==> src/core/agc_pkg.sv <==
// Function
// [RULE1] gain code 0 mutes, 1 is 0 dB, each step adds 0.5 dB to 31 dB
// [RULE2] right third-set bit 7 is a test bit reading 1; never write it
// [RULE3] third-set enable 1: startup gains come from the third set only
// [RULE4] third-set enable 0: third-set gains are inactive at startup
// [RULE5] software programs the third set after primary and second sets
// [RULE6] source select 00 preamp, 01 op-amp one, 11 nothing but line input
// [RULE7] software never writes source select code 10
// [RULE8] line mute 1 disconnects line input from headphone amplifier
// [RULE9] path bit 1 switches op-amp one right channel in noise-cancel mode
// [RULE10] path bit 0 switches op-amp one left channel in noise-cancel mode
// [RULE11] second-set enable 0 makes the second set inactive at startup
// [RULE12] monitor mode uses its own source select; this one is noise-cancel only
// [RULE13] startup applies third set, else second set, else primary set
package agc_pkg;
  localparam logic [7:0] AGC_OFS_R3 = 8'h12;
  localparam logic [7:0] AGC_OFS_L3 = 8'h13;
  localparam logic [7:0] AGC_OFS_PATH = 8'h14;
  localparam logic [7:0] AGC_OFS_STATUS = 8'h18;
  localparam logic [7:0] AGC_RST_R3 = 8'h80;
  localparam logic [7:0] AGC_RST_L3 = 8'h00;
  localparam logic [7:0] AGC_RST_PATH = 8'h00;
  localparam int AGC_TEST_BIT = 7;
  localparam int AGC_ENA_BIT = 7;
  localparam int AGC_MUX_HI = 7;
  localparam int AGC_MUX_LO = 6;
  localparam int AGC_MUTE_BIT = 4;
  localparam int AGC_OP1R_BIT = 1;
  localparam int AGC_OP1L_BIT = 0;
  localparam logic [5:0] AGC_GAIN_MUTE = 6'h00;
  localparam logic [1:0] AGC_SRC_PREAMP = 2'h0;
  localparam logic [1:0] AGC_SRC_OPAMP = 2'h1;
  localparam logic [1:0] AGC_SRC_BAD = 2'h2;
  localparam logic [1:0] AGC_SRC_NONE = 2'h3;
  localparam logic [1:0] AGC_SET_PRIMARY = 2'h0;
  localparam logic [1:0] AGC_SET_SECOND = 2'h1;
  localparam logic [1:0] AGC_SET_THIRD = 2'h2;
endpackage : agc_pkg

==> src/core/agc_regs.sv <==
// Added by the designer: register access over Avalon-MM.
`timescale 1ns/100ps
module agc_regs
  import agc_pkg::*;
(
  input wire logic mclk,
  input wire logic arst_n,
  input wire logic [7:0] avs_address,
  input wire logic avs_read,
  input wire logic avs_write,
  input wire logic [31:0] avs_writedata,
  input wire logic [3:0] avs_byteenable,
  output logic [31:0] avs_readdata,
  output logic avs_waitrequest,
  input wire logic startup_req,
  input wire logic nc_mode,
  input wire logic [5:0] right_mic_gain_primary,
  input wire logic [5:0] left_mic_gain_primary,
  input wire logic [5:0] right_mic_gain_second_set,
  input wire logic [5:0] left_mic_gain_second_set,
  input wire logic second_set_enable,
  input wire logic [1:0] monitor_headphone_source_select,
  input wire logic line_in_present,
  output logic [5:0] right_gain_applied,
  output logic [5:0] left_gain_applied,
  output logic right_mute,
  output logic left_mute,
  output logic [1:0] headphone_source_select,
  output logic line_to_headphone,
  output logic right_opamp_one_enable,
  output logic left_opamp_one_enable
);
  import agc_pkg::*;

  logic [6:0] right_gain_code_third;
  logic [6:0] left_gain_code_third;
  logic [7:0] noise_cancel_path_config;
  logic [6:0] next_right_gain_code_third;
  logic [6:0] next_left_gain_code_third;
  logic [7:0] next_noise_cancel_path_config;
  logic ack;
  logic next_ack;
  logic [31:0] next_readdata;
  logic [5:0] next_right_gain_applied;
  logic [5:0] next_left_gain_applied;
  logic [1:0] active_set;
  logic [1:0] next_active_set;
  logic [1:0] hp_src;
  logic line_on;
  logic op_r;
  logic op_l;
  logic sp_meta;
  logic sp_sync;
  logic sp_prev;
  logic nc_meta;
  logic nc_sync;
  logic sync_en_meta;
  logic sync_en;

  // register read mux; unmapped offsets read zero
  function automatic logic [7:0] rd_reg(input logic [7:0] a, input logic [6:0] r3,
                                        input logic [6:0] l3, input logic [7:0] p,
                                        input logic [1:0] s);
    logic [7:0] v;
    v = 8'h00;
    unique case (a)
      AGC_OFS_R3: v = {1'b1, 1'b0, r3[5:0]}; // RULE2
      AGC_OFS_L3: v = {l3[6], 1'b0, l3[5:0]};
      AGC_OFS_PATH: v = {p[7:6], 1'b0, p[4], 2'h0, p[1:0]};
      AGC_OFS_STATUS: v = {6'h00, s};
      default: v = 8'h00;
    endcase
    return v;
  endfunction : rd_reg

  // one wait cycle per access: waitrequest drops on the cycle after the request
  assign avs_waitrequest = (avs_read | avs_write) & ~ack;

  // bus write and read data; gain bit 6 keeps no storage, path bits 5 and 3:2 read zero
  always_comb begin
    next_right_gain_code_third = right_gain_code_third;
    next_left_gain_code_third = left_gain_code_third;
    next_noise_cancel_path_config = noise_cancel_path_config;
    next_ack = (avs_read | avs_write) & ~ack;
    next_readdata = avs_readdata;
    // commit on the edge where the master sees waitrequest low, not before
    if (avs_write && ack && avs_byteenable[0]) begin
      unique case (avs_address)
        // test bit is not stored, so a stray write cannot clear it
        AGC_OFS_R3: next_right_gain_code_third = {1'b0, avs_writedata[5:0]}; // RULE2
        AGC_OFS_L3: next_left_gain_code_third = {avs_writedata[7], avs_writedata[5:0]};
        AGC_OFS_PATH: next_noise_cancel_path_config = avs_writedata[7:0];
        default: ;
      endcase
    end
    if (avs_read && !ack) begin
      next_readdata = {24'h000000, rd_reg(avs_address, right_gain_code_third,
                       left_gain_code_third, noise_cancel_path_config, active_set)};
    end
  end

  always_ff @(posedge mclk or negedge arst_n) begin
    if (!arst_n) begin
      right_gain_code_third <= {1'b0, AGC_RST_R3[5:0]};
      left_gain_code_third <= {AGC_RST_L3[7], AGC_RST_L3[5:0]};
      noise_cancel_path_config <= AGC_RST_PATH;
      ack <= 1'b0;
      avs_readdata <= 32'h00000000;
    end else begin
      right_gain_code_third <= next_right_gain_code_third;
      left_gain_code_third <= next_left_gain_code_third;
      noise_cancel_path_config <= next_noise_cancel_path_config;
      ack <= next_ack;
      avs_readdata <= next_readdata;
    end
  end

  // startup, noise-cancel and second-set enable pins pass two flops before use
  always_ff @(posedge mclk or negedge arst_n) begin
    if (!arst_n) begin
      sp_meta <= 1'b0;
      sp_sync <= 1'b0;
      sp_prev <= 1'b0;
      nc_meta <= 1'b0;
      nc_sync <= 1'b0;
      sync_en_meta <= 1'b0;
      sync_en <= 1'b0;
    end else begin
      sp_meta <= startup_req;
      sp_sync <= sp_meta;
      sp_prev <= sp_sync;
      nc_meta <= nc_mode;
      nc_sync <= nc_meta;
      sync_en_meta <= second_set_enable;
      sync_en <= sync_en_meta;
    end
  end

  // gain set chosen once at startup edge; later writes wait for next startup
  always_comb begin
    next_right_gain_applied = right_gain_applied;
    next_left_gain_applied = left_gain_applied;
    next_active_set = active_set;
    if (sp_sync && !sp_prev) begin
      if (left_gain_code_third[6]) begin // RULE3 RULE13
        next_right_gain_applied = right_gain_code_third[5:0];
        next_left_gain_applied = left_gain_code_third[5:0];
        next_active_set = AGC_SET_THIRD;
      end else if (sync_en) begin // RULE4 RULE11 RULE13
        next_right_gain_applied = right_mic_gain_second_set;
        next_left_gain_applied = left_mic_gain_second_set;
        next_active_set = AGC_SET_SECOND;
      end else begin // RULE13
        next_right_gain_applied = right_mic_gain_primary;
        next_left_gain_applied = left_mic_gain_primary;
        next_active_set = AGC_SET_PRIMARY;
      end
    end
  end

  always_ff @(posedge mclk or negedge arst_n) begin
    if (!arst_n) begin
      right_gain_applied <= AGC_GAIN_MUTE;
      left_gain_applied <= AGC_GAIN_MUTE;
      active_set <= AGC_SET_PRIMARY;
    end else begin
      right_gain_applied <= next_right_gain_applied;
      left_gain_applied <= next_left_gain_applied;
      active_set <= next_active_set;
    end
  end

  // path control; monitor select takes over outside noise-cancel mode
  always_comb begin
    hp_src = nc_sync ? noise_cancel_path_config[AGC_MUX_HI:AGC_MUX_LO] // RULE6
                     : monitor_headphone_source_select; // RULE12
    // forbidden code falls back to no source as the safe choice
    if (hp_src == AGC_SRC_BAD) hp_src = AGC_SRC_NONE;
    line_on = line_in_present & ~noise_cancel_path_config[AGC_MUTE_BIT]; // RULE8
    op_r = nc_sync & noise_cancel_path_config[AGC_OP1R_BIT]; // RULE9
    op_l = nc_sync & noise_cancel_path_config[AGC_OP1L_BIT]; // RULE10
  end

  always_ff @(posedge mclk or negedge arst_n) begin
    if (!arst_n) begin
      headphone_source_select <= AGC_SRC_PREAMP;
      line_to_headphone <= 1'b0;
      right_opamp_one_enable <= 1'b0;
      left_opamp_one_enable <= 1'b0;
      right_mute <= 1'b1;
      left_mute <= 1'b1;
    end else begin
      headphone_source_select <= hp_src;
      line_to_headphone <= line_on;
      right_opamp_one_enable <= op_r;
      left_opamp_one_enable <= op_l;
      right_mute <= (next_right_gain_applied == AGC_GAIN_MUTE); // RULE1
      left_mute <= (next_left_gain_applied == AGC_GAIN_MUTE); // RULE1
    end
  end
endmodule : agc_regs

==> config.mk <==
export PLATFORM = sky130hd
export DESIGN_NAME = agc_regs
export DESIGN_NICKNAME = d
export VERILOG_FILES = /design/src/core/agc_pkg.sv /design/src/core/agc_regs.sv
export SDC_FILE = /design/constraint.sdc
export NUM_CORES = 1
export LEC_CHECK = 0
export BUFFER_PORTS_ARGS = -buffer_cell sky130_fd_sc_hd__clkbuf_2
export CAP_MARGIN = 30
export CORE_MARGIN = 3
export CORE_UTILIZATION = 46
export DETAILED_ROUTE_END_ITERATION = 7
export GPL_ROUTABILITY_DRIVEN = 0
export PLACE_DENSITY = 0.8
export SKIP_CTS_REPAIR_TIMING = 1
export SLEW_MARGIN = 10
export SYNTH_ARGS = -nofsm -noshare
export SYNTH_HDL_FRONTEND = slang
export SYNTH_SLANG_ARGS = --single-unit
==> constraint.sdc <==
create_clock -name mclk -period 1.7 [get_ports mclk]
set_input_delay 0.255 -clock mclk [delete_from_list [all_inputs] [get_ports mclk]]
set_output_delay 0.255 -clock mclk [all_outputs]
set_load 0.03 [all_outputs]
==> results.json <==
{
  "min_period_over_period_pct": 100.2,
  "critPathSlowestCell": "or4_4",
  "io-pin-count": 130,
  "leakage_nw": 1.710,
  "cts.sinks": 55,
  "drc": 0,
  "drtPass1Iterations": 4,
  "ys_seq_area_share_pct": 52.83,
  "endpoint_kind": "flip-flop",
  "yosysTopAreaCell": "dfrtp_1",
  "ys_ff_latch": 55,
  "syn_inst": 231,
  "dp.final_hpwl_mm": 4.627,
  "ys_async_sr_fraction_pct": 100.0,
  "violations": "negative setup slack",
  "placed_area_sq_um": 3148,
  "worstPathRequired_ps": 1940,
  "slowest_delay_ps": 550,
  "syn_to_final_growth_pct": 28.09,
  "cap_violations": 0,
  "synth_ff_type": "dfrtp_1",
  "netlist-cell-type-count": 36,
  "htreeDepth": 2,
  "antenna_found_initial": 0,
  "yosysMostFrequentCell": "dfrtp_1",
  "root_buffer": "clkbuf_8",
  "path_class": "reg2reg",
  "die_h_um": 81.33,
  "outcome": "finished with violations",
  "tightestPinTransition_ps": 515.6,
  "max_slew_margin_pct": 65.63,
  "n_antenna_cell": 0,
  "num_rows": 26,
  "fin_nets": 415,
  "finClkSkew_ps": 5.414,
  "synth_area_leaders": "dfrtp_1 51%, mux2_2 7.8%, buf_4 7.2%, mux2i_1 4.6%, nand2_1 4.0%",
  "grt_pass1_vias": 2019,
  "yosysWarnings": 0,
  "final_layout_size_suffix_gt1_share_pct": 44.67,
  "maxSlewViolCount": 0,
  "clock_tree.buffer_depth": 2,
  "fp.dieW_um": 81.33,
  "port-buffer-count": 78,
  "worstPathArrival_ps": 1940,
  "vdd_drop_max_mv": 0.3799,
  "setup_viol": 1,
  "routedWlPerCell_um": 14.69,
  "synth.top_cells.by_count": "53 x dfrtp_1, 28 x nand2_1, 25 x buf_4",
  "setup_ws_ps": -4.164,
  "netlist.area_leader.share_pct": 50.81,
  "busiest_layer": "met2",
  "min_period_ps": 1704,
  "wl_mm": 5.994,
  "cts_tree": "done",
  "num-fill-cells": 403,
  "grt_usage_pct": 18.43,
  "clkTransAtPathRegs_ps": 100,
  "via_count": 2051,
  "synth_area_per_cell_sq_um": 11.30,
  "clk_latency_ps": 300,
  "critPathTopFamily": "simple AND/OR/NAND/NOR gates",
  "worstPathMaxFanout": 8,
  "start_kind": "flip-flop",
  "drt_iter0_drc": 105,
  "tns_ps": -4.164,
  "final_util_pct": 63.05,
  "power.density_nw_per_um2": 757.1,
  "use_met3_pct": 4.213,
  "vias_per_cell": 5.027,
  "synth-edff-count": 0,
  "rsz0062_at_grt": "yes",
  "cts_inserted_buffers": 5,
  "fin_area_sq_um": 3343,
  "netlist_area_sq_um": 2610,
  "whs_ps": 45.91,
  "drtAntennaViolNets": 0,
  "grt_pass1_wl_mm": 9.301,
  "die_area_sq_um": 6614,
  "hp-class": "in2reg",
  "worst-path-buf-inv": 1,
  "grt_use_met1_pct": 23.12,
  "grt_start_max_net_pins": 21,
  "use_met2_pct": 32.41,
  "grt_remaining_overflow": 0,
  "path_cells": "buf_6 -> mux2i_1 -> o211ai_1 -> or4_4 -> nor3_4",
  "fmax_mhz": 586.8,
  "initial_core_util_pct": 49.22,
  "hold_viol_final": 0,
  "coreArea_sq_um": 5303
}
==> sequential cells by signal, summed over array words and instances, names as in the netlist, 2 cells and up <==
register / count
right_gain_applied: 6
avs_readdata: 8
left_gain_applied: 6
right_gain_code_third: 6
left_gain_code_third: 7
active_set: 2
noise_cancel_path_config: 5
headphone_source_select: 2
==> layout make-up <==
cell class              instances  area [sq um]  share of cell area, %
clock inverters                 2         12.51                 0.3743
well taps                      70         87.58                  2.620
repair buffers                108         646.9                  19.35
inverters                       2         7.507                 0.2246
clock buffers                   6         72.57                  2.171
multi-input cells             165          1135                  33.94
flip-flops and latches         55          1381                  41.32
==> per-stage QoR <==
stage / instances / setup slack (ps) / power (mW)
3_5_place_dp: 394 / -187.1 / 1.819
4_1_cts: 402 / -210.0 / 2.510
3_3_place_gp: 394 / -157.7 / 1.807
6_report: 408 / -4.164 / 2.531
2_1_floorplan: 254 / 100.9 / 1.687
5_1_grt: 408 / -78.21 / 2.661
==> kinds of logic (layout without fill, tap and decap cells) <==
logic type	count (synthesis)	count (layout)	synth area share, %
AOI/OAI and AO/OA	41	41	10.02
other	1	24	0.1437
DFF	55	55	52.83
and+or+nand+nor	70	70	15.48
buffers and inverters	34	118	9.156
muxes	30	30	12.37
==> routing by layer <==
| metal | up-vias | share of wire [%] |
|---|---|---|
| met4 | 0 | 1.4 |
| met5 | - | 0 |
| met2 | 66 | 51 |
| li1 | 977 | - |
| met1 | 1000 | 42 |
| met3 | 8 | 5.5 |
==> worst paths after layout <==
| path | startpoint | to | slack (ps) | cells past startpoint |
|---|---|---|---|---|
| max | sync_en$_DFF_PN0_ | left_mute$_DFF_PN1_ | -4 | 5 |
| min | startup_req | sp_meta$_DFF_PN0_ | 50 | 1 |
| max reg2reg | sync_en$_DFF_PN0_ | left_mute$_DFF_PN1_ | -4 | 5 |
| min reg2reg | nc_meta$_DFF_PN0_ | nc_sync$_DFF_PN0_ | 360 | 0 |
| max in group asynchronous | arst_n | left_mute$_DFF_PN1_ | 690 | 3 |
| min in group asynchronous | arst_n | noise_cancel_path_config[4]$_DFFE_PN0P_ | 450 | 2 |
==> placed cells by master, fill, tap and decap left out, types with 2 or more instances in the layout <==
master / synthesis / layout
dfrtp_2: 0 / 2
o211ai_1: 8 / 8
o31ai_1: 2 / 2
dfrtp_1: 53 / 51
o32a_1: 2 / 2
dfstp_2: 2 / 2
clkbuf_8: 0 / 5
nand3_1: 10 / 9
clkbuf_2: 0 / 78
nand2b_1: 3 / 2
mux2i_1: 12 / 12
a211oi_2: 0 / 3
o21ai_1: 1 / 5
buf_4: 25 / 26
nor4_4: 2 / 2
nand2_1: 28 / 27
conb_1: 1 / 24
or4_4: 0 / 2
and2_1: 2 / 2
nor2b_1: 12 / 11
o21ai_0: 16 / 12
mux2_2: 18 / 18
nor2_1: 4 / 4
buf_12: 0 / 2
a21oi_1: 4 / 4
inv_1: 2 / 2
==> worst register-to-register path, cell delays in order, from the launching register on <==
cell and delay (ps):
dfrtp_2 460, buf_6 150, mux2i_1 190, o211ai_1 120, or4_4 550, nor3_4 170
==> power by group <==
group	switching, mW	total, mW	internal, mW
Combinational	0.279	0.440	0.161
Sequential	0.0275	1.39	1.36
Clock	0.416	0.704	0.289
Note: power is estimated with default switching activity, not from simulation.
